`src/hdl/mpio_pkg.sv`:
```
// Purpose: shared constants for the multi port pin logic
// Assumes: apb with 32-bit data, 8-bit byte address
// Notes:   every register is one aligned word, data in the low bits
package mpio_pkg;

  // register byte offsets
  localparam logic [7:0] OFF_B_DATA  = 8'h00;
  localparam logic [7:0] OFF_B_DIR   = 8'h04;
  localparam logic [7:0] OFF_C_DATA  = 8'h08;
  localparam logic [7:0] OFF_C_DIR   = 8'h0c;
  localparam logic [7:0] OFF_D_DATA  = 8'h10;
  localparam logic [7:0] OFF_D_DIR   = 8'h14;
  localparam logic [7:0] OFF_F_DATA  = 8'h18;
  localparam logic [7:0] OFF_F_DIR   = 8'h1c;
  localparam logic [7:0] OFF_G_DATA  = 8'h20;
  localparam logic [7:0] OFF_G_DIR   = 8'h24;
  localparam logic [7:0] OFF_H_DATA  = 8'h28;
  localparam logic [7:0] OFF_H_DIR   = 8'h2c;
  localparam logic [7:0] OFF_J_DATA  = 8'h30;
  localparam logic [7:0] OFF_J_DIR   = 8'h34;
  localparam logic [7:0] OFF_K_DATA  = 8'h38;
  localparam logic [7:0] OFF_K_DIR   = 8'h3c;
  localparam logic [7:0] OFF_E_DATA  = 8'h40;
  localparam logic [7:0] OFF_G_ASSIGN = 8'h44;
  localparam logic [7:0] OFF_PULLUP  = 8'h48;
  localparam logic [7:0] OFF_SYS_OPT = 8'h4c;
  localparam logic [7:0] OFF_SPI_CTL = 8'h50;
  localparam logic [7:0] OFF_SCI_CTL = 8'h54;
  localparam logic [7:0] OFF_MODE    = 8'h58;

  // field positions
  localparam int POS_C_OD     = 0;
  localparam int POS_SPI_OD   = 0;
  localparam int POS_SCI_OD   = 0;
  localparam int POS_PU_B     = 0;
  localparam int POS_PU_F     = 1;
  localparam int POS_PU_H     = 2;
  localparam int POS_PU_G     = 3;

  // reset values
  localparam logic [7:0] RST_BYTE  = 8'h00;
  localparam logic [3:0] RST_PU    = 4'h0;
  localparam logic [5:0] RST_GASN  = 6'h00;

  // operating mode, latched from the straps
  typedef enum logic [3:0] {
    MPIO_MODE_BOOT   = 4'b0001,
    MPIO_MODE_SINGLE = 4'b0010,
    MPIO_MODE_TEST   = 4'b0100,
    MPIO_MODE_EXP    = 4'b1000
  } mpio_mode_e;

endpackage : mpio_pkg

```
`src/hdl/mpio_port_pins.sv`:
```
// Purpose: pin logic of parallel ports b to k with apb registers
// Assumes: pins synchronous to clk_i, mode straps stable during reset
// Notes:   pready is combinational, read data is captured in setup
//
// Contract
// RULE1: expanded mode drives port b as address 15:8, else general io; the code drives the address in test mode too
// RULE2: port b/f reads return pins; drive only outputs in single/boot
// RULE3: expanded mode uses port c as bidirectional data bus
// RULE4: port c/d reads give pin for inputs, latch for outputs
// RULE5: after reset port c is input in single/boot, bus otherwise
// RULE6: port c open-drain drives low for zero, floats for one
// RULE7: port c open-drain only takes effect in single chip mode
// RULE8: port d general io, spi on 5:2, sci on 1:0
// RULE9: spi bit open-drains d 5:2, sci bit open-drains d 1:0
// RULE10: port d open-drain works in single chip and expanded modes
// RULE11: port e is input only, digital or analog
// RULE12: expanded mode drives port f as address 7:0
// RULE13: pull-ups on b, f, h, g 5:0 enabled by pull-up register
// RULE14: g 7:6 input only; g 5:0 select io or expansion address
// RULE15: port g/h/j/k reads return pins; drive only outputs
// RULE16: port h upper four chip selects, lower four pwm
// RULE17: j and k upper five pins shared with timers
// RULE18: data writes never move a pin held by output compare
// RULE19: j/k come out of reset as inputs; direction bits rule
// RULE20: direction one is output, zero input, all clear at reset
`timescale 1ns/1ps
module mpio_port_pins
  import mpio_pkg::*;
(
  // clock and reset
  input  wire logic       clk_i,
  input  wire logic       rst_i,
  // mode straps
  input  wire logic       mode_a_i,
  input  wire logic       mode_b_i,
  // apb slave
  input  wire logic       psel_i,
  input  wire logic       penable_i,
  input  wire logic       pwrite_i,
  input  wire logic [7:0] paddr_i,
  input  wire logic [31:0] pwdata_i,
  output logic [31:0]     prdata_o,
  output logic            pready_o,
  output logic            pslverr_o,
  // expanded bus
  input  wire logic [15:0] bus_addr_i,
  input  wire logic [7:0] bus_wdata_i,
  input  wire logic       bus_write_i,
  input  wire logic [5:0] mem_expansion_addr_i,
  output logic [7:0]      bus_rdata_o,
  // peripheral functions
  input  wire logic       spi_en_i,
  input  wire logic [3:0] spi_out_i,
  input  wire logic [3:0] spi_oe_i,
  input  wire logic       sci_en_i,
  input  wire logic [1:0] sci_out_i,
  input  wire logic [1:0] sci_oe_i,
  input  wire logic [3:0] chip_sel_en_i,
  input  wire logic [3:0] chip_sel_i,
  input  wire logic [3:0] pwm_en_i,
  input  wire logic [3:0] pwm_i,
  input  wire logic [4:0] timer2_oc_en_i,
  input  wire logic [4:0] timer2_oc_i,
  input  wire logic [4:0] timer3_oc_en_i,
  input  wire logic [4:0] timer3_oc_i,
  // pins
  input  wire logic [7:0] pb_i,
  output logic [7:0]      pb_o,
  output logic [7:0]      pb_oe_o,
  input  wire logic [7:0] pc_i,
  output logic [7:0]      pc_o,
  output logic [7:0]      pc_oe_o,
  input  wire logic [7:0] pd_i,
  output logic [7:0]      pd_o,
  output logic [7:0]      pd_oe_o,
  input  wire logic [7:0] pe_i,
  input  wire logic [7:0] pf_i,
  output logic [7:0]      pf_o,
  output logic [7:0]      pf_oe_o,
  input  wire logic [7:0] pg_i,
  output logic [7:0]      pg_o,
  output logic [7:0]      pg_oe_o,
  input  wire logic [7:0] ph_i,
  output logic [7:0]      ph_o,
  output logic [7:0]      ph_oe_o,
  input  wire logic [7:0] pj_i,
  output logic [7:0]      pj_o,
  output logic [7:0]      pj_oe_o,
  input  wire logic [7:0] pk_i,
  output logic [7:0]      pk_o,
  output logic [7:0]      pk_oe_o,
  // pull-up enables
  output logic [7:0]      pb_pullup_o,
  output logic [7:0]      pf_pullup_o,
  output logic [7:0]      ph_pullup_o,
  output logic [5:0]      pg_pullup_o,
  // mode status
  output logic [3:0]      mode_o
);
  import mpio_pkg::*;

  mpio_mode_e mode;
  logic [7:0] port_b_data_reg, port_b_direction_reg;
  logic [7:0] port_c_data_reg, port_c_direction_reg;
  logic [7:0] port_d_data_reg, port_d_direction_reg;
  logic [7:0] port_f_data_reg, port_f_direction_reg;
  logic [7:0] port_g_data_reg, port_g_direction_reg;
  logic [7:0] port_h_data_reg, port_h_direction_reg;
  logic [7:0] port_j_data_reg, port_j_direction_reg;
  logic [7:0] port_k_data_reg, port_k_direction_reg;
  logic [5:0] port_g_function_assign_reg;
  logic [3:0] pullup_assign_reg;
  logic       port_c_data_reg_open_drain_en;
  logic       spi_pins_open_drain_en;
  logic       sci_pins_open_drain_en;
  logic [31:0] prdata;
  logic [7:0]  bus_rdata;

  // mode decode
  wire io_mode  = (mode == MPIO_MODE_SINGLE) || (mode == MPIO_MODE_BOOT);
  wire bus_mode = !io_mode;
  wire single   = (mode == MPIO_MODE_SINGLE);
  wire exp_mode = (mode == MPIO_MODE_EXP);

  // apb decode
  wire setup   = psel_i && !penable_i;
  wire access  = psel_i && penable_i;
  wire s_bd = paddr_i == OFF_B_DATA;
  wire s_br = paddr_i == OFF_B_DIR;
  wire s_cd = paddr_i == OFF_C_DATA;
  wire s_cr = paddr_i == OFF_C_DIR;
  wire s_dd = paddr_i == OFF_D_DATA;
  wire s_dr = paddr_i == OFF_D_DIR;
  wire s_fd = paddr_i == OFF_F_DATA;
  wire s_fr = paddr_i == OFF_F_DIR;
  wire s_gd = paddr_i == OFF_G_DATA;
  wire s_gr = paddr_i == OFF_G_DIR;
  wire s_hd = paddr_i == OFF_H_DATA;
  wire s_hr = paddr_i == OFF_H_DIR;
  wire s_jd = paddr_i == OFF_J_DATA;
  wire s_jr = paddr_i == OFF_J_DIR;
  wire s_kd = paddr_i == OFF_K_DATA;
  wire s_kr = paddr_i == OFF_K_DIR;
  wire s_ed = paddr_i == OFF_E_DATA;
  wire s_ga = paddr_i == OFF_G_ASSIGN;
  wire s_pu = paddr_i == OFF_PULLUP;
  wire s_o2 = paddr_i == OFF_SYS_OPT;
  wire s_sp = paddr_i == OFF_SPI_CTL;
  wire s_sc = paddr_i == OFF_SCI_CTL;
  wire s_md = paddr_i == OFF_MODE;
  wire hit  = s_bd | s_br | s_cd | s_cr | s_dd | s_dr | s_fd | s_fr |
              s_gd | s_gr | s_hd | s_hr | s_jd | s_jr | s_kd | s_kr |
              s_ed | s_ga | s_pu | s_o2 | s_sp | s_sc | s_md;
  wire wr   = access && pwrite_i;
  wire [7:0] wb = pwdata_i[7:0];

  // readback: c and d mix latch and pin per bit
  wire [7:0] c_read = (port_c_direction_reg & port_c_data_reg) |
                      (~port_c_direction_reg & pc_i); // RULE4
  wire [7:0] d_read = (port_d_direction_reg & port_d_data_reg) |
                      (~port_d_direction_reg & pd_i); // RULE4
  wire [7:0] rd_byte =
      ({8{s_bd}} & pb_i) | ({8{s_br}} & port_b_direction_reg) | // RULE2
      ({8{s_cd}} & c_read) | ({8{s_cr}} & port_c_direction_reg) |
      ({8{s_dd}} & d_read) | ({8{s_dr}} & port_d_direction_reg) |
      ({8{s_fd}} & pf_i) | ({8{s_fr}} & port_f_direction_reg) | // RULE2
      ({8{s_gd}} & pg_i) | ({8{s_gr}} & port_g_direction_reg) | // RULE15
      ({8{s_hd}} & ph_i) | ({8{s_hr}} & port_h_direction_reg) | // RULE15
      ({8{s_jd}} & pj_i) | ({8{s_jr}} & port_j_direction_reg) | // RULE15
      ({8{s_kd}} & pk_i) | ({8{s_kr}} & port_k_direction_reg) | // RULE15
      ({8{s_ed}} & pe_i) | // RULE11
      ({8{s_ga}} & {2'h0, port_g_function_assign_reg}) |
      ({8{s_pu}} & {4'h0, pullup_assign_reg}) |
      ({8{s_o2}} & {7'h00, port_c_data_reg_open_drain_en}) |
      ({8{s_sp}} & {7'h00, spi_pins_open_drain_en}) |
      ({8{s_sc}} & {7'h00, sci_pins_open_drain_en}) |
      ({8{s_md}} & {4'h0, mode});

  assign pready_o  = access;
  assign pslverr_o = access && !hit;
  assign prdata_o  = prdata;
  assign mode_o    = mode;

  // straps caught on every clock edge during reset, held once reset drops
  always_ff @(posedge clk_i) begin
    if (rst_i) begin
      case ({mode_b_i, mode_a_i})
        2'b00:   mode <= MPIO_MODE_BOOT;
        2'b01:   mode <= MPIO_MODE_TEST;
        2'b10:   mode <= MPIO_MODE_SINGLE;
        default: mode <= MPIO_MODE_EXP;
      endcase
    end
  end

  // read data is captured in the setup cycle so it comes from a flop
  always_ff @(posedge clk_i) begin
    if (rst_i) begin
      prdata    <= 32'h0;
      bus_rdata <= RST_BYTE;
    end else begin
      if (setup && !pwrite_i) begin
        prdata <= {24'h0, rd_byte};
      end
      bus_rdata <= pc_i; // RULE3
    end
  end
  assign bus_rdata_o = bus_rdata;

  // register writes
  always_ff @(posedge clk_i) begin
    if (rst_i) begin
      port_b_data_reg <= RST_BYTE;
      port_c_data_reg <= RST_BYTE;
      port_d_data_reg <= RST_BYTE;
      port_f_data_reg <= RST_BYTE;
      port_g_data_reg <= RST_BYTE;
      port_h_data_reg <= RST_BYTE;
      port_j_data_reg <= RST_BYTE;
      port_k_data_reg <= RST_BYTE;
      port_b_direction_reg <= RST_BYTE; // RULE20
      port_c_direction_reg <= RST_BYTE; // RULE5
      port_d_direction_reg <= RST_BYTE;
      port_f_direction_reg <= RST_BYTE;
      port_g_direction_reg <= RST_BYTE;
      port_h_direction_reg <= RST_BYTE;
      port_j_direction_reg <= RST_BYTE; // RULE19
      port_k_direction_reg <= RST_BYTE; // RULE19
      port_g_function_assign_reg <= RST_GASN;
      pullup_assign_reg      <= RST_PU;
      port_c_data_reg_open_drain_en    <= 1'b0;
      spi_pins_open_drain_en <= 1'b0;
      sci_pins_open_drain_en <= 1'b0;
    end else if (wr) begin
      if (s_bd) port_b_data_reg <= wb;
      if (s_br) port_b_direction_reg <= wb;
      if (s_cd) port_c_data_reg <= wb;
      if (s_cr) port_c_direction_reg <= wb;
      if (s_dd) port_d_data_reg <= wb;
      if (s_dr) port_d_direction_reg <= wb;
      if (s_fd) port_f_data_reg <= wb;
      if (s_fr) port_f_direction_reg <= wb;
      if (s_gd) port_g_data_reg <= wb;
      if (s_gr) port_g_direction_reg <= {2'h0, wb[5:0]}; // RULE14
      if (s_hd) port_h_data_reg <= wb;
      if (s_hr) port_h_direction_reg <= wb;
      if (s_jd) port_j_data_reg <= wb;
      if (s_jr) port_j_direction_reg <= wb;
      if (s_kd) port_k_data_reg <= wb;
      if (s_kr) port_k_direction_reg <= wb;
      if (s_ga) port_g_function_assign_reg <= wb[5:0];
      if (s_pu) pullup_assign_reg <= wb[3:0];
      if (s_o2) port_c_data_reg_open_drain_en <= wb[POS_C_OD];
      if (s_sp) spi_pins_open_drain_en <= wb[POS_SPI_OD];
      if (s_sc) sci_pins_open_drain_en <= wb[POS_SCI_OD];
    end
  end

  // port b and f: general io only in single/boot, address otherwise
  assign pb_o    = bus_mode ? bus_addr_i[15:8] : port_b_data_reg; // RULE1
  assign pb_oe_o = bus_mode ? 8'hff : port_b_direction_reg; // RULE2
  assign pf_o    = bus_mode ? bus_addr_i[7:0] : port_f_data_reg; // RULE12
  assign pf_oe_o = bus_mode ? 8'hff : port_f_direction_reg; // RULE2

  // port c: data bus, or io with optional open drain
  wire       c_od    = port_c_data_reg_open_drain_en && single; // RULE7
  wire [7:0] c_oe_io = port_c_direction_reg &
                       ~({8{c_od}} & port_c_data_reg); // RULE6
  assign pc_o    = bus_mode ? bus_wdata_i :
                   (c_od ? 8'h00 : port_c_data_reg); // RULE6
  assign pc_oe_o = bus_mode ? {8{bus_write_i}} : c_oe_io; // RULE3

  // port d: spi and sci take their pins when enabled; open drain is
  // honoured in every mode, so the serial lines can share a wire
  wire [7:0] d_raw_o = {port_d_data_reg[7:6],
                        spi_en_i ? spi_out_i : port_d_data_reg[5:2],
                        sci_en_i ? sci_out_i : port_d_data_reg[1:0]}; // RULE8
  wire [7:0] d_raw_oe = {port_d_direction_reg[7:6],
                         spi_en_i ? spi_oe_i : port_d_direction_reg[5:2],
                         sci_en_i ? sci_oe_i
                                  : port_d_direction_reg[1:0]}; // RULE8
  wire [7:0] d_od = {2'b00, {4{spi_pins_open_drain_en}},
                     {2{sci_pins_open_drain_en}}}; // RULE9 RULE10
  assign pd_o    = d_raw_o & ~d_od; // RULE9
  assign pd_oe_o = d_raw_oe & ~(d_od & d_raw_o); // RULE9

  // port g: upper two input only, lower six io or expansion address
  wire [5:0] g_exp = {6{exp_mode}} & port_g_function_assign_reg; // RULE14
  assign pg_o    = {2'b00, (g_exp & mem_expansion_addr_i) |
                   (~g_exp & port_g_data_reg[5:0])}; // RULE14
  assign pg_oe_o = {2'b00, g_exp | port_g_direction_reg[5:0]}; // RULE15

  // port h: chip selects exist only on the expanded bus
  wire [3:0] h_cs = chip_sel_en_i & {4{exp_mode}}; // RULE16
  assign ph_o    = {(h_cs & chip_sel_i) | (~h_cs & port_h_data_reg[7:4]),
                    (pwm_en_i & pwm_i) |
                    (~pwm_en_i & port_h_data_reg[3:0])}; // RULE16
  assign ph_oe_o = {h_cs | port_h_direction_reg[7:4],
                    pwm_en_i | port_h_direction_reg[3:0]}; // RULE15

  // port j and k: output compare owns the pin, latch still updates
  assign pj_o    = {(timer2_oc_en_i & timer2_oc_i) |
                    (~timer2_oc_en_i & port_j_data_reg[7:3]),
                    port_j_data_reg[2:0]}; // RULE17 RULE18
  assign pj_oe_o = {timer2_oc_en_i, 3'b000} | port_j_direction_reg; // RULE19
  assign pk_o    = {(timer3_oc_en_i & timer3_oc_i) |
                    (~timer3_oc_en_i & port_k_data_reg[7:3]),
                    port_k_data_reg[2:0]}; // RULE17 RULE18
  assign pk_oe_o = {timer3_oc_en_i, 3'b000} | port_k_direction_reg; // RULE19

  // pull-ups follow the assignment register
  assign pb_pullup_o = {8{pullup_assign_reg[POS_PU_B]}}; // RULE13
  assign pf_pullup_o = {8{pullup_assign_reg[POS_PU_F]}}; // RULE13
  assign ph_pullup_o = {8{pullup_assign_reg[POS_PU_H]}}; // RULE13
  assign pg_pullup_o = {6{pullup_assign_reg[POS_PU_G]}}; // RULE13
endmodule : mpio_port_pins

```
`config.mk`:
```
export PLATFORM = sky130hd
export DESIGN_NAME = mpio_port_pins
export DESIGN_NICKNAME = d
export VERILOG_FILES = /design/src/hdl/mpio_pkg.sv /design/src/hdl/mpio_port_pins.sv
export SDC_FILE = /design/constraint.sdc
export NUM_CORES = 1
export LEC_CHECK = 0
export BUFFER_PORTS_ARGS = -buffer_cell sky130_fd_sc_hd__buf_2
export CAP_MARGIN = 20
export CORE_ASPECT_RATIO = 1.1
export CORE_MARGIN = 2
export CORE_UTILIZATION = 35
export CTS_CLUSTER_DIAMETER = 80
export DETAILED_ROUTE_END_ITERATION = 16
export SYNTH_ARGS = -nofsm -noshare
export SYNTH_HDL_FRONTEND = slang
export SYNTH_SLANG_ARGS = --single-unit
```
`constraint.sdc`:
```
create_clock -name clk_i -period 2.1 [get_ports clk_i]
set_clock_uncertainty 0.15 [all_clocks]
set_input_delay 0.42 -clock clk_i [delete_from_list [all_inputs] [get_ports clk_i]]
set_output_delay 0.42 -clock clk_i [all_outputs]
set_load 0.005 [all_outputs]
```
==> flow_summary.json, run 1 <==
{
  "outcome": "complete, but fails checks",
  "violations": "negative setup slack",
  "grt_overflow": 0,
  "r2r_setup_slack_ns": 0.05,
  "min_period_ns": 2.67,
  "startpoint": "mode_o[1]$_DFFE_PP_",
  "clkTransAtPathRegs_ns": 0.07,
  "finalCritPeriodShare": 1.27,
  "drive_gt1_frac": 0.459,
  "insertion_delay_ns": 0.43,
  "r2r_end": "prdata_o[6]$_SDFFE_PP0P_",
  "routed_wl_um": 39500,
  "grt_pass1_wl_um": 54800,
  "yosysWarnings": 0,
  "final-setup-viol-count": 69,
  "setup_tns_ns": -33.36,
  "r2r-start": "port_k_direction_reg[6]$_SDFFE_PP0P_",
  "clockBufferDepth": 2,
  "grt.busiest_layer": "met2",
  "grt.met3_usage": 0.0471,
  "synth_edf_count": 4,
  "num_io_pins": 404,
  "syn_area_um2": 9030,
  "grt_setup_unrepaired": "true",
  "drc": 0,
  "gp_congestion": 1.00,
  "die-area_um2": 27100,
  "synth_cell_types": 64,
  "report.final.hold_viol_count": 0,
  "setup.worst_path.start_class": "register",
  "critPathMaxFanout": 8,
  "first_iter_violations": 780,
  "core_um2": 25300,
  "p_per_area_nw_per_um2": 560,
  "cts_root_buf": "clkbuf_16",
  "fmax_mhz": 374,
  "tightest_slew_ns": 0.689,
  "worstSetupPathType": "reg -> out",
  "cts_tree": "done",
  "grt_pass1_vias": 8842,
  "routedWlPerCell_um": 21.3,
  "clock-sinks": 157,
  "grt_use_met2": 0.459,
  "layout_setup_ws_ns": -0.575,
  "leakagePower_nw": 5.73,
  "die_h_um": 172,
  "synthArstFlopShare": 0,
  "hold_class": "in -> reg",
  "dr.pass1.iters": 5,
  "ys_seq_area_frac": 0.352,
  "peakVddDrop_uv": 394,
  "synthCells": 1055,
  "crit_arrival_ns": 2.10,
  "syn2layout_area_growth_pct": 46.3,
  "cts-htree-levels": 4,
  "dr_total_vias": 9521,
  "synth_ff_type": "dfxtp_1",
  "numPortBuffers": 351,
  "grt_max_degree": 39,
  "drv_slew": 0,
  "nets": 1699,
  "crit_end": "pc_oe_o[0]",
  "antenna_found_initial": 1,
  "synth_area_per_cell_um2": 8.56,
  "max-slew-margin-rel": 0.541,
  "start_util": 0.356,
  "cts_buffers": 17,
  "rows": 61,
  "die_w_um": 157,
  "dp_hpwl_um": 30000,
  "yosys_register_bits": 157,
  "met1_usage": 0.365,
  "end_kind": "output port",
  "grt_util_all_layers": 0.278,
  "place_ws_ns": -0.390,
  "cap_viol_max_count": 0,
  "required_ns": 1.53,
  "vias_per_cell": 5.12,
  "antenna_left": 0,
  "ff2ff_path_depth": 7
}
## per-layer routing
| layer | routed length, um | part of all wire |
|---|---|---|
| met5 | 0 | 0 |
| met4 | 1310 | 0.033 |
| met1 | 16800 | 0.42 |
| met2 | 18600 | 0.47 |
| met3 | 2870 | 0.073 |
## stage by stage
stage                util  area, um^2  hold WS [ns]  cells  power, mW
floorplan               -        9150         0.304   1082       3.58
finish              0.521       13200        0.0678   1858       7.39
global route        0.521       13200        0.0759   1858       7.62
global placement    0.477       12100         0.319   1807       4.21
detailed placement  0.477       12100         0.330   1807       4.22
CTS                 0.510       12900        0.0610   1848       7.33
## how the worst min path moves through the flow
stage	from	to	slack (ns)	depth (start not counted)
detailed placement	port_g_data_reg[0]$_SDFFE_PP0P_	port_g_data_reg[0]$_SDFFE_PP0P_	0.33	2
global placement	port_k_data_reg[0]$_SDFFE_PP0P_	port_k_data_reg[0]$_SDFFE_PP0P_	0.32	2
finish	pc_i[2]	bus_rdata_o[2]$_SDFF_PP0_	0.07	2
CTS	pc_i[2]	bus_rdata_o[2]$_SDFF_PP0_	0.06	2
floorplan	port_g_data_reg[0]$_SDFFE_PP0P_	port_g_data_reg[0]$_SDFFE_PP0P_	0.30	2
global route	pc_i[2]	bus_rdata_o[2]$_SDFF_PP0_	0.08	2
## placed cells by master, fill, tap and decap left out, drive strengths merged, types with 5 or more instances in the layout
master | Yosys | final
nand2b | 27 | 27
o21ai | 42 | 42
o22ai | 9 | 9
a21oi | 40 | 40
a31o | 8 | 8
inv | 1 | 7
nor4 | 5 | 5
clkbuf | 52 | 23
a22oi | 29 | 29
nor2b | 24 | 24
a22o | 12 | 12
dfxtp | 153 | 153
nor2 | 166 | 166
mux2i | 138 | 138
nand2 | 116 | 116
a311oi | 9 | 9
a31oi | 8 | 8
nor4b | 7 | 7
buf | 89 | 534
conb | 1 | 28
nand3 | 8 | 8
mux2 | 44 | 44
or2 | 16 | 16
## synthesized netlist by cell type, types with 17 or more instances
cell type  number  area share
a21oi_1        40       0.022
a22oi_1        29       0.024
buf_2          17      0.0094
buf_4          70       0.058
clkbuf_1       52       0.022
dfxtp_1       153        0.34
mux2_2         44       0.055
mux2i_1       138        0.15
nand2_1       114       0.047
nand2b_1       27       0.019
nor2_1        151       0.063
nor2b_1        24       0.017
o21ai_0        42       0.023
## where the power goes
| group | internal (mW) | switching [mW] |
|---|---|---|
| clock network | 1.66 | 1.41 |
| logic | 0.641 | 0.664 |
| registers | 3.01 | 0.0130 |
| total | 5.31 | 2.09 |
## cell type report
class                      instances  area [um^2]
clock buffer                      18          429
fill                            2460        12100
clock inverter                    13          131
inverter                           1         3.75
timing repair buffer             539         3700
antenna                            1         2.50
sequential                       157         3180
multi-input combinational        783         5330
tap                              346          433
## cells by family (layout without fill, tap and decap cells)
group	after synthesis	count (layout)	share of synthesized area
flops	157	157	0.352
simple gates	392	392	0.215
xor+xnor	1	1	0.000970
compound gates	179	179	0.131
mux	183	183	0.210
buf+inv	142	571	0.0905
other cells	1	29	0.000415
## worst max-delay path: stages, from the launching register on
cell and delay (ns):
edfxtp_1 0.40, buf_6 0.14, xnor2_2 0.13, or3_4 0.46
and2_4 0.21, a31o_2 0.21, buf_2 0.13
## what timing repair did
action / CTS / global route
setup buffers: 7 / 4
pin swaps: 10 / 10
endpoints found under the setup margin: 70 / 70
gates resized for setup: 41 / 32
hold buffers: 0 / 0
cloned: 3 / 5
(Power assumes the default switching activity.)
==> inputs of run 2 (changes only) <==
- CTS_BUF_LIST: unset -> sky130_fd_sc_hd__clkbuf_4
- SETUP_SLACK_MARGIN: unset -> 0.02
==> run 2 against run 1 <==
Net effect:
- the run still ends with negative setup slack left
- power fell by 17%
- sequential power hardly changed
- clock power decreased by 40%
- flip-flop and latch count unchanged
- fmax is 5.6% lower
- final cell count increased by 0.54%
- sequential share of layout area up 0.66 points
- non-clock buffer count is 8 higher
- die area did not move
- worst hold slack improved by 0.023 ns
- utilization is 1.2 points lower
- clock-buffer cell count unchanged
- critical path type unchanged
- largest cell class unchanged
- largest power group is now registers
==> flow_summary.json, run 2 (synthesis gave the netlist of run 1 again) <==
{
  "antenna_found_initial": 3,
  "seqCellArea_um2": 3200,
  "dr.pass1.iters": 6,
  "outcome": "complete, but fails checks",
  "dpl-instance-area_um2": 12100,
  "max-slew-margin-rel": 0.552,
  "required_ns": 1.53,
  "stdcell_area_um2": 12900,
  "clock-sinks": 157,
  "final_cell_mix": "345 x buf_2, 150 x buf_4, 149 x nor2_1, 144 x dfxtp_1, 137 x mux2i_1",
  "fin_cells": 1868,
  "worstSetupPathType": "reg -> out",
  "grt_setup_unrepaired": "true",
  "grt_max_degree": 39,
  "peakVddDrop_uv": 251,
  "syn2layout_area_growth_pct": 43.0,
  "end_kind": "output port",
  "multi_input_area_um2": 5300,
  "dp.cells": 1807,
  "vias_per_cell": 5.07,
  "critPathMaxFanout": 8,
  "cts_buffers": 17,
  "rows": 61,
  "die_h_um": 172,
  "cap_viol_max_count": 0,
  "cts_root_buf": "clkbuf_4",
  "first_iter_violations": 745,
  "tightest_slew_ns": 0.672,
  "total_power_mw": 6.15,
  "layout_commonest_cell": "buf_2",
  "setup.worst_path.start_class": "register",
  "p_per_area_nw_per_um2": 476,
  "insertion_delay_ns": 0.58,
  "start_util": 0.356,
  "num_io_pins": 404,
  "grt_util_all_layers": 0.278,
  "routedWlPerCell_um": 20.9,
  "grt_pass1_wl_um": 54900,
  "drv_slew": 0,
  "nets": 1707,
  "min_period_ns": 2.83,
  "crit_arrival_ns": 2.26,
  "antenna_left": 0,
  "hold_class": "in -> reg",
  "fmax_mhz": 353,
  "cts-htree-levels": 4,
  "layout_setup_ws_ns": -0.732,
  "dr_total_vias": 9480,
  "gp_congestion": 1.00,
  "clockBufferDepth": 2,
  "routed_wl_um": 39100,
  "finalCritPeriodShare": 1.35,
  "report.final.hold_viol_count": 0,
  "leakagePower_nw": 5.60,
  "nFillCells": 2510,
  "dp_hpwl_um": 30000,
  "final-setup-viol-count": 69,
  "die-area_um2": 27100,
  "violations": "negative setup slack",
  "grt_overflow": 0,
  "numPortBuffers": 351,
  "die_w_um": 157,
  "drive_gt1_frac": 0.461,
  "grt_pass1_vias": 8896,
  "cts_tree": "done",
  "core_um2": 25300,
  "clkTransAtPathRegs_ns": 0.14,
  "drc": 0
}
run 2: cell type report:
| class | instances | area share |
|---|---|---|
| Antenna cell | 3 | 0.000581 |
| Sequential cell | 157 | 0.247 |
| Clock buffer | 18 | 0.0105 |
| Inverter | 1 | 0.000291 |
| Tap cell | 346 | 0.0335 |
| Multi-Input combinational cell | 783 | 0.410 |
| Timing Repair Buffer | 547 | 0.287 |
| Clock inverter | 13 | 0.0102 |
run 2: through the flow:
stage                     setup TNS [ns]  worst slack (ns)  hold slack, ns  utilization
after floorplan                    -1.61           -0.0501           0.304            -
after global placement            -27.43            -0.443           0.319        0.477
after detailed placement          -31.49            -0.390           0.330        0.477
after CTS                         -39.81            -0.733          0.0536        0.503
after global routing              -50.21            -0.796          0.0638        0.510
final                             -43.16            -0.732          0.0912        0.510
run 2: what timing repair did:
action,in CTS,in global routing
setup endpoints to repair,74,78
hold endpoints to repair,11,0
hold buffers,11,0
pin swaps,10,10
gates resized for setup,42,30
buffers inserted,7,4
cloned,3,2
run 2: final timing paths:
path | slack, ns | depth (start not counted) | startpoint | endpoint
hold reg to reg | 0.36 | 2 | port_g_data_reg[0]$_SDFFE_PP0P_ | port_g_data_reg[0]$_SDFFE_PP0P_
setup reg to reg | 0.17 | 5 | port_c_direction_reg[2]$_SDFFE_PP0P_ | prdata_o[2]$_SDFFE_PP0P_
setup / recovery | -0.73 | 6 | mode_o[1]$_DFFE_PP_ | pc_oe_o[0]
hold / removal | 0.09 | 3 | pe_i[3] | prdata_o[3]$_SDFFE_PP0P_
run 2: power breakdown:
group          internal [mW]  total [mW]  switching (mW)
logic                  0.625        1.28           0.651
clock network          0.622        1.85            1.23
registers               3.01        3.03          0.0130
total                   4.26        6.15            1.89
run 2: worst max-delay path, cell delays in order (launching register included):
cell	delay [ns]
edfxtp_1	0.42
buf_6	0.14
xnor2_2	0.13
or3_4	0.46
and2_4	0.21
a31o_2	0.22
buf_2	0.13
run 2: metal layers:
metal / global-route usage / routed length (um) / up-vias
li1: - / - / 4502
met1: 0.362 / 16500 / 4475
met2: 0.458 / 18400 / 448
met3: 0.0504 / 2930 / 55
met4: 0.108 / 1210 / 0
met5: 0 / 0 / -
==> inputs of run 3 (changes only) <==
- RECOVER_POWER: unset -> 50
==> run 3 against run 2 <==
Net effect:
- the flow still finishes with violations (negative setup slack)
- global-route usage unchanged
- sequential power about the same
- fmax increased by 0.46%
- flip-flop and latch count unchanged
- power decreased by 0.40%
- utilization down 0.56 points
- non-clock buffer count is the same
- register-to-register slack got worse by 0.03 ns
- final cell count hardly changed
- critical path type unchanged
- largest cell class unchanged
==> flow_summary.json, run 3 (synthesis gave the netlist of run 1 again) <==
{
  "finalCritPeriodShare": 1.34,
  "antenna_left": 0,
  "grt_setup_unrepaired": "true",
  "syn2layout_area_growth_pct": 41.5,
  "layout_commonest_cell": "buf_2",
  "p_per_area_nw_per_um2": 480,
  "die-area_um2": 27100,
  "clock-sinks": 157,
  "max-slew-margin-rel": 0.267,
  "numPortBuffers": 351,
  "crit_arrival_ns": 2.25,
  "nets": 1707,
  "total_power_mw": 6.13,
  "final_cell_mix": "334 x buf_2, 150 x nor2_1, 144 x dfxtp_1, 139 x buf_4, 137 x mux2i_1",
  "critPathMaxFanout": 8,
  "min_period_ns": 2.82,
  "vias_per_cell": 5.11,
  "final-setup-viol-count": 145,
  "tightest_slew_ns": 1.10,
  "hold_class": "in -> reg",
  "clockBufferDepth": 2,
  "grt_util_all_layers": 0.278,
  "required_ns": 1.53,
  "antenna_found_initial": 3,
  "cts_buffers": 17,
  "cts_tree": "done",
  "dp_hpwl_um": 30000,
  "grt_pass1_wl_um": 54900,
  "fin_cells": 1869,
  "grt_overflow": 0,
  "num_io_pins": 404,
  "dr.pass1.iters": 5,
  "die_w_um": 157,
  "critPathSlowestCell": "or3_4",
  "cts_root_buf": "clkbuf_4",
  "die_h_um": 172,
  "core_um2": 25300,
  "nFillCells": 2532,
  "outcome": "complete, but fails checks",
  "dr_total_vias": 9553,
  "fmax_mhz": 355,
  "drive_gt1_frac": 0.447,
  "grt_pass1_vias": 8896,
  "worstSetupPathType": "reg -> out",
  "gp_congestion": 1.00,
  "drv_slew": 0,
  "report.final.hold_viol_count": 0,
  "crit_family": "simple AND/OR/NAND/NOR gates",
  "routedWlPerCell_um": 20.9,
  "holdPathStages": 3,
  "seqCellArea_um2": 3200,
  "routed_wl_um": 39100,
  "start_util": 0.356,
  "clkTransAtPathRegs_ns": 0.14,
  "rows": 61,
  "violations": "negative setup slack",
  "end_kind": "output port",
  "leakagePower_nw": 5.50,
  "peakVddDrop_uv": 251,
  "cp.depth": 6,
  "final_util": 0.504,
  "layout_setup_ws_ns": -0.719,
  "first_iter_violations": 758,
  "grt_max_degree": 39,
  "r2r_setup_slack_ns": 0.14,
  "cap_viol_max_count": 0,
  "critPathBufInv": 2,
  "drc": 0,
  "dp.cells": 1807,
  "slowest_delay_ns": 0.46,
  "multi_input_area_um2": 5250,
  "stdcell_area_um2": 12800,
  "cts-htree-levels": 4,
  "cp_cell_sequence": "buf_6 -> xnor2_2 -> or3_4 -> and2_4 -> a31o_2 -> buf_2",
  "insertion_delay_ns": 0.57,
  "dpl-instance-area_um2": 12100,
  "ff2ff_path_depth": 7,
  "setup.worst_path.start_class": "register"
}
[run 3: power breakdown]
part | switching, mW | internal (mW)
sequential | 0.0132 | 3.01
clock | 1.22 | 0.623
combinational | 0.645 | 0.610
[run 3: timing repair]
| item | CTS | global route |
|---|---|---|
| gates resized for setup | 42 | 30 |
| buffers inserted | 7 | 4 |
| setup endpoints to repair | 74 | 78 |
| gates cloned | 3 | 2 |
| endpoints found under the hold margin | 11 | 0 |
| pin swaps | 10 | 10 |
| hold buffers | 11 | 0 |
[run 3: metal layers]
layer  GRT usage  routed length [um]  vias to the layer above
met4       0.108                1200                        0
met1       0.362               16300                     4504
met3      0.0504                3140                       56
met5           0                   0                        -
met2       0.458               18400                      490
li1            -                   -                     4503
[run 3: final timing paths]
path / from / endpoint
max: mode_o[1]$_DFFE_PP_ / pc_oe_o[0]
min: pe_i[3] / prdata_o[3]$_SDFFE_PP0P_
max reg2reg: port_k_direction_reg[6]$_SDFFE_PP0P_ / prdata_o[6]$_SDFFE_PP0P_
min reg2reg: port_g_data_reg[2]$_SDFFE_PP0P_ / port_g_data_reg[2]$_SDFFE_PP0P_
[run 3: through the flow]
stage	setup WS, ns	hold slack [ns]	setup TNS (ns)
3_3_place_gp	-0.443	0.319	-27.43
4_1_cts	-0.733	0.0536	-39.81
3_5_place_dp	-0.390	0.330	-31.49
6_report	-0.719	0.0923	-50.17
5_1_grt	-0.796	0.0638	-61.38
2_1_floorplan	-0.0501	0.304	-1.61
[run 3: area by class of cell]
type                       instances  area share
clock inverter                    13      0.0103
antenna                            4    0.000784
clock buffer                      18      0.0106
timing repair buffer             547       0.283
inverter                           1    0.000294
multi-input combinational        783       0.411
sequential                       157       0.250
tap                              346      0.0339
[run 3: worst reg2reg max path: stages (launching register included)]
cell and delay [ns]:
dfxtp_2 0.35, mux2_2 0.27, a22oi_1 0.17, buf_4 0.15, o22ai_1 0.09, a2111oi_2 0.38, buf_4 0.17, a311oi_1 0.07
